<file path="src/shared/emergency_run_pkg.sv">
// Constants, codes and carrier types of the emergency-run supervisor
package emergency_run_pkg;

  // Register byte offsets
  localparam logic [7:0] CTRL_OPT_OFS   = 8'h00;
  localparam logic [7:0] ERUN_CFG_OFS   = 8'h04;
  localparam logic [7:0] AUTORST_OFS    = 8'h08;
  localparam logic [7:0] STATUS_OFS     = 8'h0C;
  localparam logic [7:0] IRQ_STAT_OFS   = 8'h10;
  localparam logic [7:0] IRQ_CLR_OFS    = 8'h14;
  localparam logic [7:0] IRQ_EN_OFS     = 8'h18;
  localparam logic [7:0] TEMP_ALARM_OFS = 8'h1C;
  localparam logic [7:0] TEMP_FAULT_OFS = 8'h20;

  // Reset values
  localparam logic [3:0] CTRL_OPT_RST   = 4'hB;
  localparam logic [2:0] ERUN_CFG_RST   = 3'h0;
  localparam logic       AUTORST_RST    = 1'h0;
  localparam logic [3:0] IRQ_EN_RST     = 4'h0;
  localparam logic [7:0] TEMP_ALARM_RST = 8'h50;
  localparam logic [7:0] TEMP_FAULT_RST = 8'h64;

  // Emergency-run configuration codes
  localparam logic [2:0] ERUN_OFF    = 3'h0;
  localparam logic [2:0] ERUN_KEEP   = 3'h1;
  localparam logic [2:0] ERUN_MAXSPD = 3'h2;
  localparam logic [2:0] ERUN_COAST  = 3'h4;

  // Control option bit positions
  localparam int OPT_SLIP_REGEN = 0;
  localparam int OPT_DEADTIME   = 1;
  localparam int OPT_STABILIZE  = 2;
  localparam int OPT_TEMP_FREQ  = 3;

  // Interrupt bit positions
  localparam int IRQ_W     = 4;
  localparam int IRQ_ENTRY = 0;
  localparam int IRQ_EXIT  = 1;
  localparam int IRQ_CRIT  = 2;
  localparam int IRQ_ACK   = 3;

  // Status bit positions
  localparam int ST_ACTIVE = 0;
  localparam int ST_ALARM  = 1;
  localparam int ST_EVER   = 2;
  localparam int ST_OVTRIP = 3;
  localparam int ST_OCTRIP = 4;
  localparam int ST_OTHER  = 5;

  // Timing
  localparam int CLK_HZ            = 40000000;
  localparam int AUTORESET_TIME_MS = 1000;
  localparam int AUTORESET_CYCLES  = CLK_HZ / 1000 * AUTORESET_TIME_MS;

  typedef enum logic [1:0] {
    MODE_NORMAL    = 2'b01,
    MODE_EMERGENCY = 2'b10
  } mode_e;

  // Fault detections from the protection logic
  typedef struct packed {
    logic overvoltage;
    logic overcurrent;
    logic other;
  } fault_in_s;

  // Compensation enables toward the motor-control core
  typedef struct packed {
    logic slipCompOn;
    logic deadTimeOn;
    logic stabilizeOn;
  } comp_ctrl_s;

endpackage

</file>
<file path="src/design/emergency_run_supervisor.sv">
// Emergency-run supervisor: override mode, critical fault reset, control options
// What this block does
// (RULE1) Enter emergency run when the input pin is low and config enables it.
// (RULE2) Suppress ordinary fault detections while emergency run is active.
// (RULE3) Config 0 keeps the function off; code 3 enables nothing.
// (RULE4) Config 1: raise alarm, leave speed reference and control unchanged.
// (RULE5) Config 2: raise alarm, force speed reference to maximum speed.
// (RULE6) Config 4: raise alarm, disable output pulses so motor coasts.
// (RULE7) Keypad acknowledge clears alarm display; status still reports emergency run.
// (RULE8) Indicator output is high while emergency run is active.
// (RULE9) Ignore every stop command, general enable removal included, in emergency run.
// (RULE10) Keep detecting DC-link overvoltage and overcurrent faults in emergency run.
// (RULE11) Auto-reset select 0: critical faults reset per general auto-reset.
// (RULE12) Auto-reset select 1: in emergency run, reset each critical fault 1s after detection.
// (RULE13) Keep a persistent record that emergency run has occurred.
// (RULE14) Option bit 0 clear turns slip compensation off during regeneration.
// (RULE15) Option bit 1 enables dead-time compensation.
// (RULE16) Option bit 2 enables output current stabilization.
// (RULE17) Option bit 3 reduces switching frequency between alarm and fault temperature.
// (RULE18) Current-reading frequency reduction wins over temperature reduction.
// (RULE19) Leave emergency run when the input pin returns high.
`timescale 1ns/1ps
module emergency_run_supervisor #(
  parameter logic [25:0] AutoresetCycles = 26'(emergency_run_pkg::AUTORESET_CYCLES)
) (
  input  wire logic                          clk_sys,
  input  wire logic                          reset_n,
  input  wire logic                          psel,
  input  wire logic                          penable,
  input  wire logic                          pwrite,
  input  wire logic [7:0]                    paddr,
  input  wire logic [31:0]                   pwdata,
  output logic [31:0]                        prdata,
  output logic                               pready,
  output logic                               pslverr,
  input  wire logic                          emergencyInputTerminal,
  input  wire logic                          keypadAckKey,
  input  wire logic                          generalEnable,
  input  wire logic                          stopCommand,
  input  wire emergency_run_pkg::fault_in_s  faultIn,
  input  wire logic                          generalAutoresetGrant,
  input  wire logic                          regenActive,
  input  wire logic [15:0]                   speedRefIn,
  input  wire logic [15:0]                   maximumSpeedLimit,
  input  wire logic [7:0]                    temperature,
  input  wire logic                          currentReadReduceReq,
  input  wire logic [7:0]                    currentReadLevel,
  output logic                               emergencyIndicatorOutput,
  output logic                               emergencyRunAlarm,
  output logic                               runCommand,
  output logic                               pulseDisable,
  output logic [15:0]                        speedRefOut,
  output logic                               faultSuppress,
  output logic                               driveTrip,
  output emergency_run_pkg::comp_ctrl_s      compCtrl,
  output logic                               freqReduceFromCurrent,
  output logic [7:0]                         freqReduceLevel,
  output logic [7:0]                         freqReduceSpan,
  output logic                               irq
);

  logic [3:0]                      ctrlOpt_q;
  logic [2:0]                      erunCfg_q;
  logic                            autorst_q;
  logic [emergency_run_pkg::IRQ_W-1:0] irqStat_q;
  logic [emergency_run_pkg::IRQ_W-1:0] irqEn_q;
  logic [7:0]                      tempAlarm_q;
  logic [7:0]                      tempFault_q;
  logic                            pready_q;
  logic                            pslverr_q;
  logic [31:0]                     prdata_q;
  logic [2:0]                      pinSync_q;
  logic                            pinLevel_q;
  logic [2:0]                      keySync_q;
  logic                            keyLevel_q;
  logic                            keyPrev_q;
  emergency_run_pkg::mode_e        mode_q;
  logic                            alarm_q;
  logic                            everRan_q;
  logic [1:0]                      critTrip_q;
  logic                            otherTrip_q;
  logic                            indicator_q;
  logic                            run_q;
  logic                            pulseOff_q;
  logic [15:0]                     speedRef_q;
  logic                            suppress_q;
  logic                            trip_q;
  emergency_run_pkg::comp_ctrl_s   comp_q;
  logic                            fromCurrent_q;
  logic [7:0]                      reduceLevel_q;
  logic [7:0]                      reduceSpan_q;
  logic                            irq_q;
  logic                            wrEn;
  logic                            rdSetup;
  logic                            addrHit;
  logic                            cfgValid;
  logic                            wantEmerg;
  logic                            emergActive;
  logic                            entering;
  logic                            leaving;
  logic                            keyPress;
  logic                            useUnlimited;
  logic [1:0]                      critFault;
  logic [1:0]                      critReset;
  logic [1:0]                      timerDone;
  logic [emergency_run_pkg::IRQ_W-1:0] irqEvent;
  logic [emergency_run_pkg::IRQ_W-1:0] irqClr;

  // APB strobes; the slave answers in the first access cycle
  assign wrEn    = psel && penable && pwrite && pready_q;
  assign rdSetup = psel && !penable;
  always_comb begin
    unique case (paddr)
      emergency_run_pkg::CTRL_OPT_OFS,
      emergency_run_pkg::ERUN_CFG_OFS,
      emergency_run_pkg::AUTORST_OFS,
      emergency_run_pkg::STATUS_OFS,
      emergency_run_pkg::IRQ_STAT_OFS,
      emergency_run_pkg::IRQ_CLR_OFS,
      emergency_run_pkg::IRQ_EN_OFS,
      emergency_run_pkg::TEMP_ALARM_OFS,
      emergency_run_pkg::TEMP_FAULT_OFS: addrHit = 1'b1;
      default:                           addrHit = 1'b0;
    endcase
  end

  // Ready and error for one cycle after setup
  always_ff @(posedge clk_sys) begin
    if (!reset_n) begin
      pready_q  <= 1'b0;
      pslverr_q <= 1'b0;
    end else begin
      pready_q  <= rdSetup;
      pslverr_q <= rdSetup && !addrHit;
    end
  end

  // Read data captured at setup so it is stable through the access phase
  always_ff @(posedge clk_sys) begin
    if (!reset_n) begin
      prdata_q <= 32'h0000_0000;
    end else if (rdSetup) begin
      prdata_q <= 32'h0000_0000;
      unique case (paddr)
        emergency_run_pkg::CTRL_OPT_OFS:   prdata_q[3:0] <= ctrlOpt_q;
        emergency_run_pkg::ERUN_CFG_OFS:   prdata_q[2:0] <= erunCfg_q;
        emergency_run_pkg::AUTORST_OFS:    prdata_q[0]   <= autorst_q;
        emergency_run_pkg::STATUS_OFS:     prdata_q[5:0] <= {otherTrip_q, critTrip_q[1], critTrip_q[0],
                                                             everRan_q, alarm_q, emergActive};
        emergency_run_pkg::IRQ_STAT_OFS:   prdata_q[3:0] <= irqStat_q;
        emergency_run_pkg::IRQ_EN_OFS:     prdata_q[3:0] <= irqEn_q;
        emergency_run_pkg::TEMP_ALARM_OFS: prdata_q[7:0] <= tempAlarm_q;
        emergency_run_pkg::TEMP_FAULT_OFS: prdata_q[7:0] <= tempFault_q;
        default:                           prdata_q      <= 32'h0000_0000;
      endcase
    end
  end

  // Writable configuration registers
  always_ff @(posedge clk_sys) begin
    if (!reset_n) begin
      ctrlOpt_q   <= emergency_run_pkg::CTRL_OPT_RST;
      erunCfg_q   <= emergency_run_pkg::ERUN_CFG_RST;
      autorst_q   <= emergency_run_pkg::AUTORST_RST;
      irqEn_q     <= emergency_run_pkg::IRQ_EN_RST;
      tempAlarm_q <= emergency_run_pkg::TEMP_ALARM_RST;
      tempFault_q <= emergency_run_pkg::TEMP_FAULT_RST;
    end else if (wrEn) begin
      unique case (paddr)
        emergency_run_pkg::CTRL_OPT_OFS:   ctrlOpt_q   <= pwdata[3:0];
        emergency_run_pkg::ERUN_CFG_OFS:   erunCfg_q   <= pwdata[2:0];
        emergency_run_pkg::AUTORST_OFS:    autorst_q   <= pwdata[0];
        emergency_run_pkg::IRQ_EN_OFS:     irqEn_q     <= pwdata[3:0];
        emergency_run_pkg::TEMP_ALARM_OFS: tempAlarm_q <= pwdata[7:0];
        emergency_run_pkg::TEMP_FAULT_OFS: tempFault_q <= pwdata[7:0];
        default: ;
      endcase
    end
  end

  // Pin inputs: three stages, a change counts once stages two and three agree
  always_ff @(posedge clk_sys) begin
    if (!reset_n) begin
      pinSync_q  <= 3'h7;
      pinLevel_q <= 1'b1;
      keySync_q  <= 3'h0;
      keyLevel_q <= 1'b0;
      keyPrev_q  <= 1'b0;
    end else begin
      pinSync_q <= {pinSync_q[1:0], emergencyInputTerminal};
      keySync_q <= {keySync_q[1:0], keypadAckKey};
      if (pinSync_q[1] == pinSync_q[2]) begin
        pinLevel_q <= pinSync_q[2];
      end
      if (keySync_q[1] == keySync_q[2]) begin
        keyLevel_q <= keySync_q[2];
      end
      keyPrev_q <= keyLevel_q;
    end
  end
  assign keyPress = keyLevel_q && !keyPrev_q;

  // (RULE3) Only codes 1, 2, 4 enable
  assign cfgValid = (erunCfg_q == emergency_run_pkg::ERUN_KEEP) ||
                    (erunCfg_q == emergency_run_pkg::ERUN_MAXSPD) ||
                    (erunCfg_q == emergency_run_pkg::ERUN_COAST);
  // (RULE1) Active-low input request
  assign wantEmerg   = !pinLevel_q && cfgValid;
  assign emergActive = (mode_q == emergency_run_pkg::MODE_EMERGENCY);
  assign entering    = !emergActive && wantEmerg;
  assign leaving     = emergActive && !wantEmerg;

  // Mode sequencer
  always_ff @(posedge clk_sys) begin
    if (!reset_n) begin
      mode_q <= emergency_run_pkg::MODE_NORMAL;
    end else begin
      unique case (mode_q)
        emergency_run_pkg::MODE_NORMAL: begin
          // (RULE1) Enter on request
          if (wantEmerg) begin
            mode_q <= emergency_run_pkg::MODE_EMERGENCY;
          end
        end
        emergency_run_pkg::MODE_EMERGENCY: begin
          // (RULE19) Leave on pin high
          if (!wantEmerg) begin
            mode_q <= emergency_run_pkg::MODE_NORMAL;
          end
        end
        default: mode_q <= emergency_run_pkg::MODE_NORMAL;
      endcase
    end
  end

  // Alarm display and persistent record; entry wins over acknowledge
  always_ff @(posedge clk_sys) begin
    if (!reset_n) begin
      alarm_q   <= 1'b0;
      everRan_q <= 1'b0;
    end else begin
      // (RULE4) Alarm raised on entry
      if (entering) begin
        alarm_q <= 1'b1;
      // (RULE7) Acknowledge clears display
      end else if (keyPress || leaving) begin
        alarm_q <= 1'b0;
      end
      // (RULE13) Sticky record of use
      if (entering) begin
        everRan_q <= 1'b1;
      end
    end
  end

  // Critical faults: each has its own unlimited auto-reset timer
  assign critFault    = {faultIn.overcurrent, faultIn.overvoltage};
  assign useUnlimited = emergActive && autorst_q;
  for (genvar i = 0; i < 2; i++) begin : g_crit
    logic [25:0] timer_q;
    // (RULE12) One-second reset timer
    always_ff @(posedge clk_sys) begin
      if (!reset_n) begin
        timer_q <= 26'h000_0000;
      end else if (!critTrip_q[i] || !useUnlimited || timerDone[i]) begin
        timer_q <= 26'h000_0000;
      end else begin
        timer_q <= timer_q + 26'h000_0001;
      end
    end
    assign timerDone[i] = critTrip_q[i] && (timer_q == AutoresetCycles - 26'h000_0001);
    // (RULE11) General grant when not unlimited
    assign critReset[i] = useUnlimited ? timerDone[i] : generalAutoresetGrant;
    // (RULE10) Detection kept in every mode
    always_ff @(posedge clk_sys) begin
      if (!reset_n) begin
        critTrip_q[i] <= 1'b0;
      end else if (critFault[i]) begin
        critTrip_q[i] <= 1'b1;
      end else if (critReset[i]) begin
        critTrip_q[i] <= 1'b0;
      end
    end
  end

  // (RULE2) Ordinary faults ignored in emergency run
  always_ff @(posedge clk_sys) begin
    if (!reset_n) begin
      otherTrip_q <= 1'b0;
    end else if (faultIn.other && !emergActive) begin
      otherTrip_q <= 1'b1;
    end else if (generalAutoresetGrant) begin
      otherTrip_q <= 1'b0;
    end
  end

  // Drive commands toward the power stage
  always_ff @(posedge clk_sys) begin
    if (!reset_n) begin
      indicator_q <= 1'b0;
      run_q       <= 1'b0;
      pulseOff_q  <= 1'b1;
      speedRef_q  <= 16'h0000;
      suppress_q  <= 1'b0;
      trip_q      <= 1'b0;
    end else begin
      // (RULE8) Indicator follows mode
      indicator_q <= emergActive;
      // (RULE9) Stop commands ignored
      run_q       <= emergActive || (generalEnable && !stopCommand);
      // (RULE6) Coast by pulse cut
      pulseOff_q  <= (|critTrip_q) || otherTrip_q ||
                     (emergActive && erunCfg_q == emergency_run_pkg::ERUN_COAST);
      // (RULE5) Maximum speed forced
      if (emergActive && erunCfg_q == emergency_run_pkg::ERUN_MAXSPD) begin
        speedRef_q <= maximumSpeedLimit;
      // (RULE4) Reference left unchanged
      end else begin
        speedRef_q <= speedRefIn;
      end
      suppress_q  <= emergActive;
      trip_q      <= (|critTrip_q) || otherTrip_q;
    end
  end

  // Compensation enables and switching-frequency reduction
  always_ff @(posedge clk_sys) begin
    if (!reset_n) begin
      comp_q        <= '0;
      fromCurrent_q <= 1'b0;
      reduceLevel_q <= 8'h00;
      reduceSpan_q  <= 8'h00;
    end else begin
      // (RULE14) Slip comp in regeneration
      comp_q.slipCompOn  <= !regenActive || ctrlOpt_q[emergency_run_pkg::OPT_SLIP_REGEN];
      // (RULE15) Dead-time compensation enable
      comp_q.deadTimeOn  <= ctrlOpt_q[emergency_run_pkg::OPT_DEADTIME];
      // (RULE16) Current stabilization enable
      comp_q.stabilizeOn <= ctrlOpt_q[emergency_run_pkg::OPT_STABILIZE];
      reduceSpan_q       <= tempFault_q - tempAlarm_q;
      fromCurrent_q      <= currentReadReduceReq;
      // (RULE18) Current reading has priority
      if (currentReadReduceReq) begin
        reduceLevel_q <= currentReadLevel;
      // (RULE17) Proportional thermal reduction
      end else if (ctrlOpt_q[emergency_run_pkg::OPT_TEMP_FREQ] && temperature > tempAlarm_q) begin
        reduceLevel_q <= (temperature >= tempFault_q) ? tempFault_q - tempAlarm_q
                                                      : temperature - tempAlarm_q;
      end else begin
        reduceLevel_q <= 8'h00;
      end
    end
  end

  // Sticky interrupt status; a new event wins over a clear in the same cycle
  assign irqEvent = {keyPress, |(critFault & ~critTrip_q), leaving, entering};
  assign irqClr   = (wrEn && paddr == emergency_run_pkg::IRQ_CLR_OFS) ? pwdata[3:0] : 4'h0;
  always_ff @(posedge clk_sys) begin
    if (!reset_n) begin
      irqStat_q <= 4'h0;
      irq_q     <= 1'b0;
    end else begin
      irqStat_q <= (irqStat_q & ~irqClr) | irqEvent;
      irq_q     <= |(irqStat_q & irqEn_q);
    end
  end

  assign prdata                   = prdata_q;
  assign pready                   = pready_q;
  assign pslverr                  = pslverr_q;
  assign emergencyIndicatorOutput = indicator_q;
  assign emergencyRunAlarm        = alarm_q;
  assign runCommand               = run_q;
  assign pulseDisable             = pulseOff_q;
  assign speedRefOut              = speedRef_q;
  assign faultSuppress            = suppress_q;
  assign driveTrip                = trip_q;
  assign compCtrl                 = comp_q;
  assign freqReduceFromCurrent    = fromCurrent_q;
  assign freqReduceLevel          = reduceLevel_q;
  assign freqReduceSpan           = reduceSpan_q;
  assign irq                      = irq_q;
endmodule

</file>
<file path="config.mk">
export PLATFORM = sky130hd
export DESIGN_NAME = emergency_run_supervisor
export DESIGN_NICKNAME = d
export VERILOG_FILES = /design/src/shared/emergency_run_pkg.sv /design/src/design/emergency_run_supervisor.sv
export SDC_FILE = /design/constraint.sdc
export NUM_CORES = 1
export LEC_CHECK = 0
export BUFFER_PORTS_ARGS = -buffer_cell sky130_fd_sc_hd__buf_2
export CAP_MARGIN = 20
export CELL_PAD_IN_SITES_DETAIL_PLACEMENT = 0
export CELL_PAD_IN_SITES_GLOBAL_PLACEMENT = 2
export CORE_MARGIN = 1.5
export CORE_UTILIZATION = 31
export CTS_CLUSTER_DIAMETER = 80
export CTS_CLUSTER_SIZE = 30
export DETAILED_ROUTE_END_ITERATION = 10
export PLACE_DENSITY_LB_ADDON = 0.25
export SYNTH_ARGS = -nofsm -noshare
export SYNTH_HDL_FRONTEND = slang
export SYNTH_SLANG_ARGS = --single-unit
</file>
<file path="constraint.sdc">
create_clock -name clk_sys -period 2.4 [get_ports clk_sys]
set_input_delay 0.24 -clock clk_sys [delete_from_list [all_inputs] [get_ports clk_sys]]
set_output_delay 0.24 -clock clk_sys [all_outputs]
set_load 0.05 [all_outputs]
</file>
==> impl_metrics.ini, run 1 <==
[logic_synthesis]
async_flop_share_pct = 0
synth_area_leaders = dfxtp_1 (43%), nor2_1 (5.6%), xor2_1 (5.0%), mux2i_1 (4.6%), nand2_1 (4.5%)
netlist_top_cells_count = dfxtp_1 (151), nor2_1 (106), nand2_1 (86)
ys_seq_area_share_pct = 42.5
syn_avg_cell_area_sq_um = 8.73
yosysUniqueCellTypes = 65
syn_area_sq_um = 7110
synth_top_cell_by_area = dfxtp_1
synth_top_cell_area_share_pct = 42.5
synth_edf_count = 0
yosysWarnings = 0
synthFlopType = dfxtp_1
synthCells = 815
yosys_register_bits = 151
yosysMostFrequentCell = dfxtp_1

[floorplan]
core_area_sq_um = 22600
die_y_um = 154
ios = 180
row_count = 55
die-area_sq_um = 23900
initial_utilization_pct = 31.5
die_w_um = 154

[route]
drt-pass1-iter-count = 4
post_drt_wl_per_cell_um = 15.0
drcViolationCount = 0
routed_via_density = 4.70
wl_um = 18800
ant_nets = 0
vias = 5883
drtIter0Drc = 185

[worst_setup_path]
cp.required_ns = 2.72
crit_type = register to register
worstPathArrival_ns = 2.49
crit_path_end_kind = register
start_kind = register
critPathMaxFanout = 4

[finish]
nets = 1086
drive_gt1_share_pct = 20.2
final_util_pct = 38.9
diodes = 0
area_growth_pct = 23.5

[placed_design]
port_buffers = 131
place_congestion = 0.769
hpwlAfterDp_um = 14200

[clock_network]
htree_levels = 4
clkLatencyLatePin_ns = 0.42
cts-root-buf = clkbuf_16
numCtsBuffers = 17
cts_tree = done
clk_pin_slew_ns = 0.06
cts.sinks = 151
clk_path_buf_depth = 2

[power_and_ir_drop]
power_leakage_uw = 0.00369
vdd_ir_drop_max_uv = 427
powerDensity_nw_per_um2 = 707

[sta]
report.final.slew_viol_count = 0
finalHoldViolations = 0
rsz0062_at_grt = false
final.min_clock_period_ns = 2.18
whs_ns = 0.0162
finalSetupViolations = 0
tightest_slew_ns = 0.569
worst_clock_skew_ns = 0.00741
worst_slew_margin_rel_pct = 61.7
finalCritPeriodShare_pct = 90.7
setup_tns_ns = 0
timing.fmax_mhz = 460

[global_route]
grt_first_pass_wirelength_um = 30000
grtUsageTotal_pct = 16.1
grt_max_degree = 42
overflow = 0
antenna_found_initial = 0
grt_pass1_vias = 5602

[worst_hold_path]
hp-class = input port to register

[job]
cap_violations = 0

[outcome]
status = completed
[stage by stage]
step / std cells / setup slack, ns / power, uW / instance area (sq um)
final: 1253 / 0.224 / 6210 / 8780
after global routing: 1253 / 0.00775 / 6440 / 8780
after CTS: 1252 / 0.0782 / 6290 / 8770
after detailed placement: 1217 / 0.121 / 3180 / 8060
after global placement: 1217 / 0.156 / 3180 / 8060
after floorplan: 838 / 0.176 / 3030 / 7200
[cell usage in the layout, fill, tap and decap left out, drive strengths merged, types with 4 or more instances in the layout]
| cell | instances |
|---|---|
| a211oi | 4 |
| a21o | 6 |
| a21oi | 41 |
| a22oi | 5 |
| a31oi | 4 |
| and2 | 19 |
| and3 | 11 |
| and4 | 7 |
| buf | 151 |
| bufinv | 6 |
| clkbuf | 22 |
| conb | 24 |
| dfxtp | 151 |
| dlygate4sd3 | 4 |
| ha | 25 |
| inv | 35 |
| mux2 | 4 |
| mux2i | 33 |
| nand2 | 86 |
| nand2b | 8 |
| nand3 | 37 |
| nand3b | 4 |
| nand4 | 11 |
| nor2 | 107 |
| nor2b | 7 |
| nor3 | 13 |
| nor4 | 6 |
| o211ai | 8 |
| o21ai | 16 |
| o22ai | 6 |
| or2 | 4 |
| xnor2 | 21 |
| xor2 | 41 |
[sequential cells by signal, indices dropped and copies added (netlist names), 8 cells and up]
signal	flops
freqReduceSpan	8
tempFault_q	8
speedRefOut	16
freqReduceLevel	8
prdata	8
g_crit.timer_q	52
tempAlarm_q	8
[routing by layer]
metal	routed length [um]	vias up	GRT usage [%]
met5	0	-	0
met3	628	12	3.64
met4	178	0	4.26
met2	8270	99	24.5
met1	9710	2758	22.8
li1	-	3014	-
[report_power, final]
group / leakage (uW) / switching, uW / internal (uW) / total (uW)
registers: 0.00123 / 20.0 / 2550 / 2570
clock network: 0.000330 / 1060 / 2020 / 3080
logic: 0.00213 / 398 / 158 / 555
total: 0.00369 / 1480 / 4730 / 6210
[logic make-up (layout without fill, tap and decap cells)]
family                     Yosys count  after routing  synth area share, %
DFF                                151            151                 42.5
AOI/OAI and AO/OA                  113            113                 10.1
adders and majority gates           27             27                 4.96
other                                1             24               0.0527
buffers and inverters               91            221                 6.30
and+or+nand+nor                    333            333                 23.2
xor gates and xnor gates            62             62                 7.64
muxes                               37             37                 5.28
[repair_timing]
action | 4_1_cts | 5_1_grt
buffers inserted | 0 | 1
gates resized for setup | 0 | 2
hold endpoints to repair | 4 | 0
setup endpoints to repair | 0 | 1
hold buffers | 4 | 0
[final timing paths]
kind,startpoint,end,slack (ns),cells past startpoint
worst max-delay path,tempAlarm_q[1]$_SDFFE_PN0P_,freqReduceSpan[6]$_SDFF_PN0_,0.22,9
worst min-delay path,currentReadLevel[3],freqReduceLevel[3]$_SDFF_PN0_,0.02,3
worst max register to register,tempAlarm_q[1]$_SDFFE_PN0P_,freqReduceSpan[6]$_SDFF_PN0_,0.22,9
worst min register to register,pinSync_q[0]$_SDFF_PN1_,pinSync_q[1]$_SDFF_PN1_,0.41,1
[critical path: stages (launching register included)]
cell and delay (ns):
dfxtp_1 0.38, inv_1 0.14, fa_1 0.49, a21o_1 0.19, a21oi_2 0.17, o21bai_1 0.08
a21oi_1 0.17, xor2_1 0.25, buf_4 0.16, nor2_1 0.03
[cell type report]
type,instances,area (sq um)
Clock inverter,9,195
Clock buffer,22,474
Inverter,35,131
Sequential cell,151,3020
Fill cell,2383,13800
Timing Repair Buffer,155,858
Tap cell,285,357
Multi-Input combinational cell,596,3740
Power figures use the tool's default switching activity.
==> inputs of run 2 (changes only) <==
--- a/config.mk
+++ b/config.mk
@@ -8,9 +8,9 @@
 export BUFFER_PORTS_ARGS = -buffer_cell sky130_fd_sc_hd__buf_2
 export CAP_MARGIN = 20
 export CELL_PAD_IN_SITES_DETAIL_PLACEMENT = 0
-export CELL_PAD_IN_SITES_GLOBAL_PLACEMENT = 2
+export CELL_PAD_IN_SITES_GLOBAL_PLACEMENT = 1
 export CORE_MARGIN = 1.5
-export CORE_UTILIZATION = 31
+export CORE_UTILIZATION = 39
 export CTS_CLUSTER_DIAMETER = 80
 export CTS_CLUSTER_SIZE = 30
 export DETAILED_ROUTE_END_ITERATION = 10
==> impl_metrics.ini, run 2 (synthesis gave the netlist of run 1 again) <==
[finish]
nets = 1081
layout_commonest_cell = dfxtp_1
final_cell_mix = dfxtp_1 (150), buf_2 (131), nor2_1 (106)
instances_no_fill = 1191
largest-register = g_crit.timer_q
largest_reg_flops = 52
fill_cells = 1790
drive_gt1_share_pct = 20.2
area_growth_pct = 21.1
diodes = 0

[sta]
finalCritPeriodShare_pct = 90.1
setup_tns_ns = 0
rsz0062_at_grt = false
finalHoldViolations = 0
final.min_clock_period_ns = 2.16
tightest_slew_ns = 0.546
worst_slew_margin_rel_pct = 63.3
report.final.slew_viol_count = 0
timing.fmax_mhz = 462
finalSetupViolations = 0
worst_clock_skew_ns = 0.0105

[power_and_ir_drop]
power_leakage_uw = 0.00364
p_total_uw = 5980
vdd_ir_drop_max_uv = 535
powerDensity_nw_per_um2 = 694

[route]
post_drt_wl_per_cell_um = 14.1
drcViolationCount = 0
drt-pass1-iter-count = 4
wl_um = 16800
routed_via_density = 4.85
ant_nets = 0
drtIter0Drc = 301
vias = 5775

[global_route]
grt_first_pass_wirelength_um = 28200
overflow = 0
grt_max_degree = 41
grtUsageTotal_pct = 18.2
grt_pass1_vias = 5490
antenna_found_initial = 0

[placed_design]
place_congestion = 0.815
dp_cells = 1159
port_buffers = 131
hpwlAfterDp_um = 12600

[worst_setup_path]
crit_type = register to register
critPathMaxFanout = 4
crit_path_end_kind = register
worstPathArrival_ns = 2.45
cp.required_ns = 2.69
start_kind = register

[clock_network]
clk_path_buf_depth = 2
numCtsBuffers = 17
clk_pin_slew_ns = 0.06
clkLatencyLatePin_ns = 0.42
cts.sinks = 151
cts_tree = done
cts-root-buf = clkbuf_16
htree_levels = 4

[worst_hold_path]
hp-class = input port to register

[floorplan]
row_count = 49
die-area_sq_um = 19100
die_y_um = 138
die_w_um = 138
ios = 180
initial_utilization_pct = 39.7
core_area_sq_um = 17900

[job]
cap_violations = 0

[outcome]
status = completed
==> run 2: cell types whose count changed in the layout (fill, tap and decap cells not counted), sizes merged <==
cell,change
clkinv,+1
dlygate4sd3,-2
bufinv,-2
buf,-3
==> run 2: power breakdown <==
group,internal (uW),switching (uW)
registers,2550,18.4
clock network,1860,998
logic,153,390
==> run 2: timing repair <==
item	in CTS	in global routing
gates resized for setup	0	2
setup endpoints to repair	0	1
endpoints found under the hold margin	2	0
hold buffers	2	0
buffers inserted	0	0
==> run 2: per-stage QoR <==
| stage | setup WS (ns) | area (sq um) | hold slack, ns | utilization (%) |
|---|---|---|---|---|
| floorplan | 0.176 | 7200 | 0.313 | - |
| global placement | 0.185 | 7950 | 0.393 | 44.4 |
| detailed placement | 0.161 | 7950 | 0.396 | 44.4 |
| CTS | 0.143 | 8610 | 0.00158 | 48.1 |
| global route | 0.0582 | 8610 | 0.0151 | 48.1 |
| finish | 0.238 | 8610 | 0.0167 | 48.1 |
==> run 2: worst max-delay path, cell delays in order, from the launching register on <==
cell	delay, ns
dfxtp_2	0.37
ha_1	0.18
inv_1	0.06
fa_1	0.40
a21o_1	0.18
a21oi_1	0.18
nor2_1	0.07
o31ai_2	0.27
nand2b_1	0.17
o221ai_1	0.14
==> run 2: path summary, 6_finish.rpt <==
path	endpoint	cells after the start	slack [ns]	startpoint
worst max-delay path	freqReduceLevel[7]$_SDFF_PN0_	9	0.24	tempAlarm_q[0]$_SDFFE_PN0P_
worst min-delay path	freqReduceLevel[1]$_SDFF_PN0_	3	0.02	currentReadLevel[1]
worst max register to register	freqReduceLevel[7]$_SDFF_PN0_	9	0.24	tempAlarm_q[0]$_SDFFE_PN0P_
worst min register to register	pinSync_q[1]$_SDFF_PN1_	1	0.41	pinSync_q[0]$_SDFF_PN1_
==> run 2: layout make-up <==
cell class | instances | area (sq um) | share of cell area, %
clock buffer | 22 | 494 | 5.74
clock inverter | 8 | 144 | 1.67
inverter | 35 | 131 | 1.53
multi-input combinational | 596 | 3730 | 43.3
sequential | 151 | 3020 | 35.1
tap | 229 | 287 | 3.33
timing repair buffer | 150 | 803 | 9.32
==> run 2: layer usage <==
metal / share of wire, % / global-route usage (%) / wire [um]
met4: 1.2 / 5.32 / 200
met5: 0 / 0 / 0
met1: 50 / 25.4 / 8430
met2: 45 / 28.1 / 7530
met3: 4.0 / 4.26 / 682
==> inputs of run 3 (changes only) <==
--- a/config.mk
+++ b/config.mk
@@ -5,12 +5,13 @@
 export SDC_FILE = /design/constraint.sdc
 export NUM_CORES = 1
 export LEC_CHECK = 0
+export ABC_AREA = 1
 export BUFFER_PORTS_ARGS = -buffer_cell sky130_fd_sc_hd__buf_2
 export CAP_MARGIN = 20
 export CELL_PAD_IN_SITES_DETAIL_PLACEMENT = 0
 export CELL_PAD_IN_SITES_GLOBAL_PLACEMENT = 1
 export CORE_MARGIN = 1.5
-export CORE_UTILIZATION = 39
+export CORE_UTILIZATION = 38
 export CTS_CLUSTER_DIAMETER = 80
 export CTS_CLUSTER_SIZE = 30
 export DETAILED_ROUTE_END_ITERATION = 10
==> impl_metrics.ini, run 3 <==
[clock_network]
clk_path_buf_depth = 2
clk_pin_slew_ns = 0.07
cts.sinks = 151
cts_resized = 0
numCtsBuffers = 17
cts_setup_buffers = 0
htree_levels = 4
clkLatencyLatePin_ns = 0.43
cts-root-buf = clkbuf_16
cts_tree = done

[placed_design]
port_buffers = 131
dp_cells = 1504
hpwlAfterDp_um = 15500
place_congestion = 0.836
place_area_sq_um = 8590

[route]
drtIter0Drc = 373
post_drt_wl_per_cell_um = 13.2
ant_nets = 0
routed_via_density = 4.63
drt-pass1-iter-count = 5
vias = 7126
wl_um = 20400
drcViolationCount = 0

[finish]
final_cell_mix = nand2_1 (271), nor2_1 (167), dfxtp_1 (151)
drive_gt1_share_pct = 17.1
instances_no_fill = 1539
multiInputGateArea_sq_um = 3990
largest-register = g_crit.timer_q
layout_commonest_cell = nand2_1
fin_area_sq_um = 9190
diodes = 0
largest_reg_flops = 52
nets = 1386
area_growth_pct = 18.7
fill_cells = 2112
ff_latch_area_sq_um = 3020

[sta]
timing.fmax_mhz = 503
finalHoldViolations = 0
final.min_clock_period_ns = 1.99
whs_ns = 0.00776
report.final.slew_viol_count = 0
worst_clock_skew_ns = 0.00890
finalSetupViolations = 0
tightest_slew_ns = 0.533
finalCritPeriodShare_pct = 82.8
rsz0062_at_grt = false
setup_tns_ns = 0
worst_slew_margin_rel_pct = 64.4

[global_route]
overflow = 0
grt_max_degree = 52
grtUsageTotal_pct = 19.4
grt_first_pass_wirelength_um = 33100
grt_pass1_vias = 6584
antenna_found_initial = 0

[logic_synthesis]
async_flop_share_pct = 0
netlist_top_cells_count = nand2_1 (271), nor2_1 (167), dfxtp_1 (151)
yosysMostFrequentCell = nand2_1
yosysUniqueCellTypes = 45
synthFlopType = dfxtp_1
synth_area_leaders = dfxtp_1 (39%), nand2_1 (13%), nor2_1 (8.1%), inv_1 (6.5%), nand3_1 (4.5%)
ys_seq_area_share_pct = 39.0
synth_edf_count = 0
synth_top_cell_by_area = dfxtp_1
syn_avg_cell_area_sq_um = 6.94
syn_area_sq_um = 7750
synth_top_cell_area_share_pct = 39.0
synthCells = 1116
yosys_register_bits = 151
yosysWarnings = 0

[worst_setup_path]
crit_type = register to register
start_kind = register
crit_path_end_kind = register
cp.required_ns = 2.73
worstPathArrival_ns = 2.31
critPathMaxFanout = 10

[floorplan]
ios = 180
core_area_sq_um = 20100
die_y_um = 146
die-area_sq_um = 21300
initial_utilization_pct = 38.5
die_w_um = 146
row_count = 52

[power_and_ir_drop]
vdd_ir_drop_max_uv = 428
powerDensity_nw_per_um2 = 623
power_leakage_uw = 0.00403
p_total_uw = 5730

[job]
cap_violations = 0

[worst_hold_path]
hp-class = input port to register

[outcome]
status = completed
-- run 3: cell types whose count changed after synthesis, sizes merged, moves of 10 or more --
cell	previous run	this run
nand2	86	277
clkbuf	24	7
o21ai	16	52
and2	19	0
nor2	107	175
or2	4	14
a21oi	41	77
inv	35	139
xor2	41	12
mux2i	33	0
nand3	37	72
and3	11	1
-- run 3: logic make-up (layout without fill, tap and decap cells) --
kind of cell               Yosys count  after routing  share of synthesized area (%)
and+or+nand+nor                    582            582                           32.5
other                                1             24                         0.0484
buffers and inverters              184            314                           10.6
AOI/OAI and AO/OA                  146            146                           10.4
DFF                                151            151                           39.0
xor gates and xnor gates            25             25                           2.83
adders and majority gates           27             27                           4.55
-- run 3: final cells by class --
class | count | share of cell area [%]
repair buffers | 141 | 8.03
flip-flops and latches | 151 | 32.9
clock buffers | 17 | 4.63
well taps | 270 | 3.67
clock inverters | 15 | 1.59
inverters | 141 | 5.80
multi-input cells | 804 | 43.4
-- run 3: repair_timing --
| item | CTS | global route |
|---|---|---|
| setup endpoints to repair | 0 | 0 |
| hold endpoints to repair | 3 | 0 |
| hold buffers | 3 | 0 |
-- run 3: path summary, 6_finish.rpt --
| kind | from | endpoint | slack (ns) | depth (start not counted) |
|---|---|---|---|---|
| min reg2reg | pinSync_q[0]$_SDFF_PN1_ | pinSync_q[1]$_SDFF_PN1_ | 0.41 | 1 |
| max reg2reg | tempFault_q[1]$_SDFFE_PN0P_ | freqReduceLevel[4]$_SDFF_PN0_ | 0.41 | 12 |
| min | currentReadLevel[0] | freqReduceLevel[0]$_SDFF_PN0_ | 0.008 | 3 |
| max | tempFault_q[1]$_SDFFE_PN0P_ | freqReduceLevel[4]$_SDFF_PN0_ | 0.41 | 12 |
-- run 3: metal layers --
layer	global-route usage (%)	vias up	part of all wire (%)
met5	0	-	0
met4	4.39	0	0.57
met3	3.51	11	3.4
met2	32.9	112	48
met1	25.7	3218	48
li1	-	3785	-
-- run 3: per-stage QoR --
| stage | setup WS (ns) | utilization, % |
|---|---|---|
| floorplan | 0.811 | - |
| global placement | 0.451 | 42.7 |
| detailed placement | 0.428 | 42.7 |
| CTS | 0.412 | 45.7 |
| global route | 0.202 | 45.7 |
| finish | 0.412 | 45.7 |
-- run 3: critical path, stage by stage (launching register included) --
cell and delay [ns]:
dfxtp_1 0.42, inv_1 0.10, ha_1 0.30, nand2_1 0.07
nand3_1 0.07, nand2_1 0.06, nand2_1 0.06, nand2_1 0.08
nand2_1 0.23, inv_1 0.27, nand2_1 0.10, nand3_1 0.08
nand2_1 0.05
-- run 3: power breakdown --
group	switching, uW	leakage [uW]	internal, uW
Clock	1180	0.000269	1450
Sequential	17.8	0.00123	2550
Combinational	391	0.00253	140
Total	1590	0.00403	4140
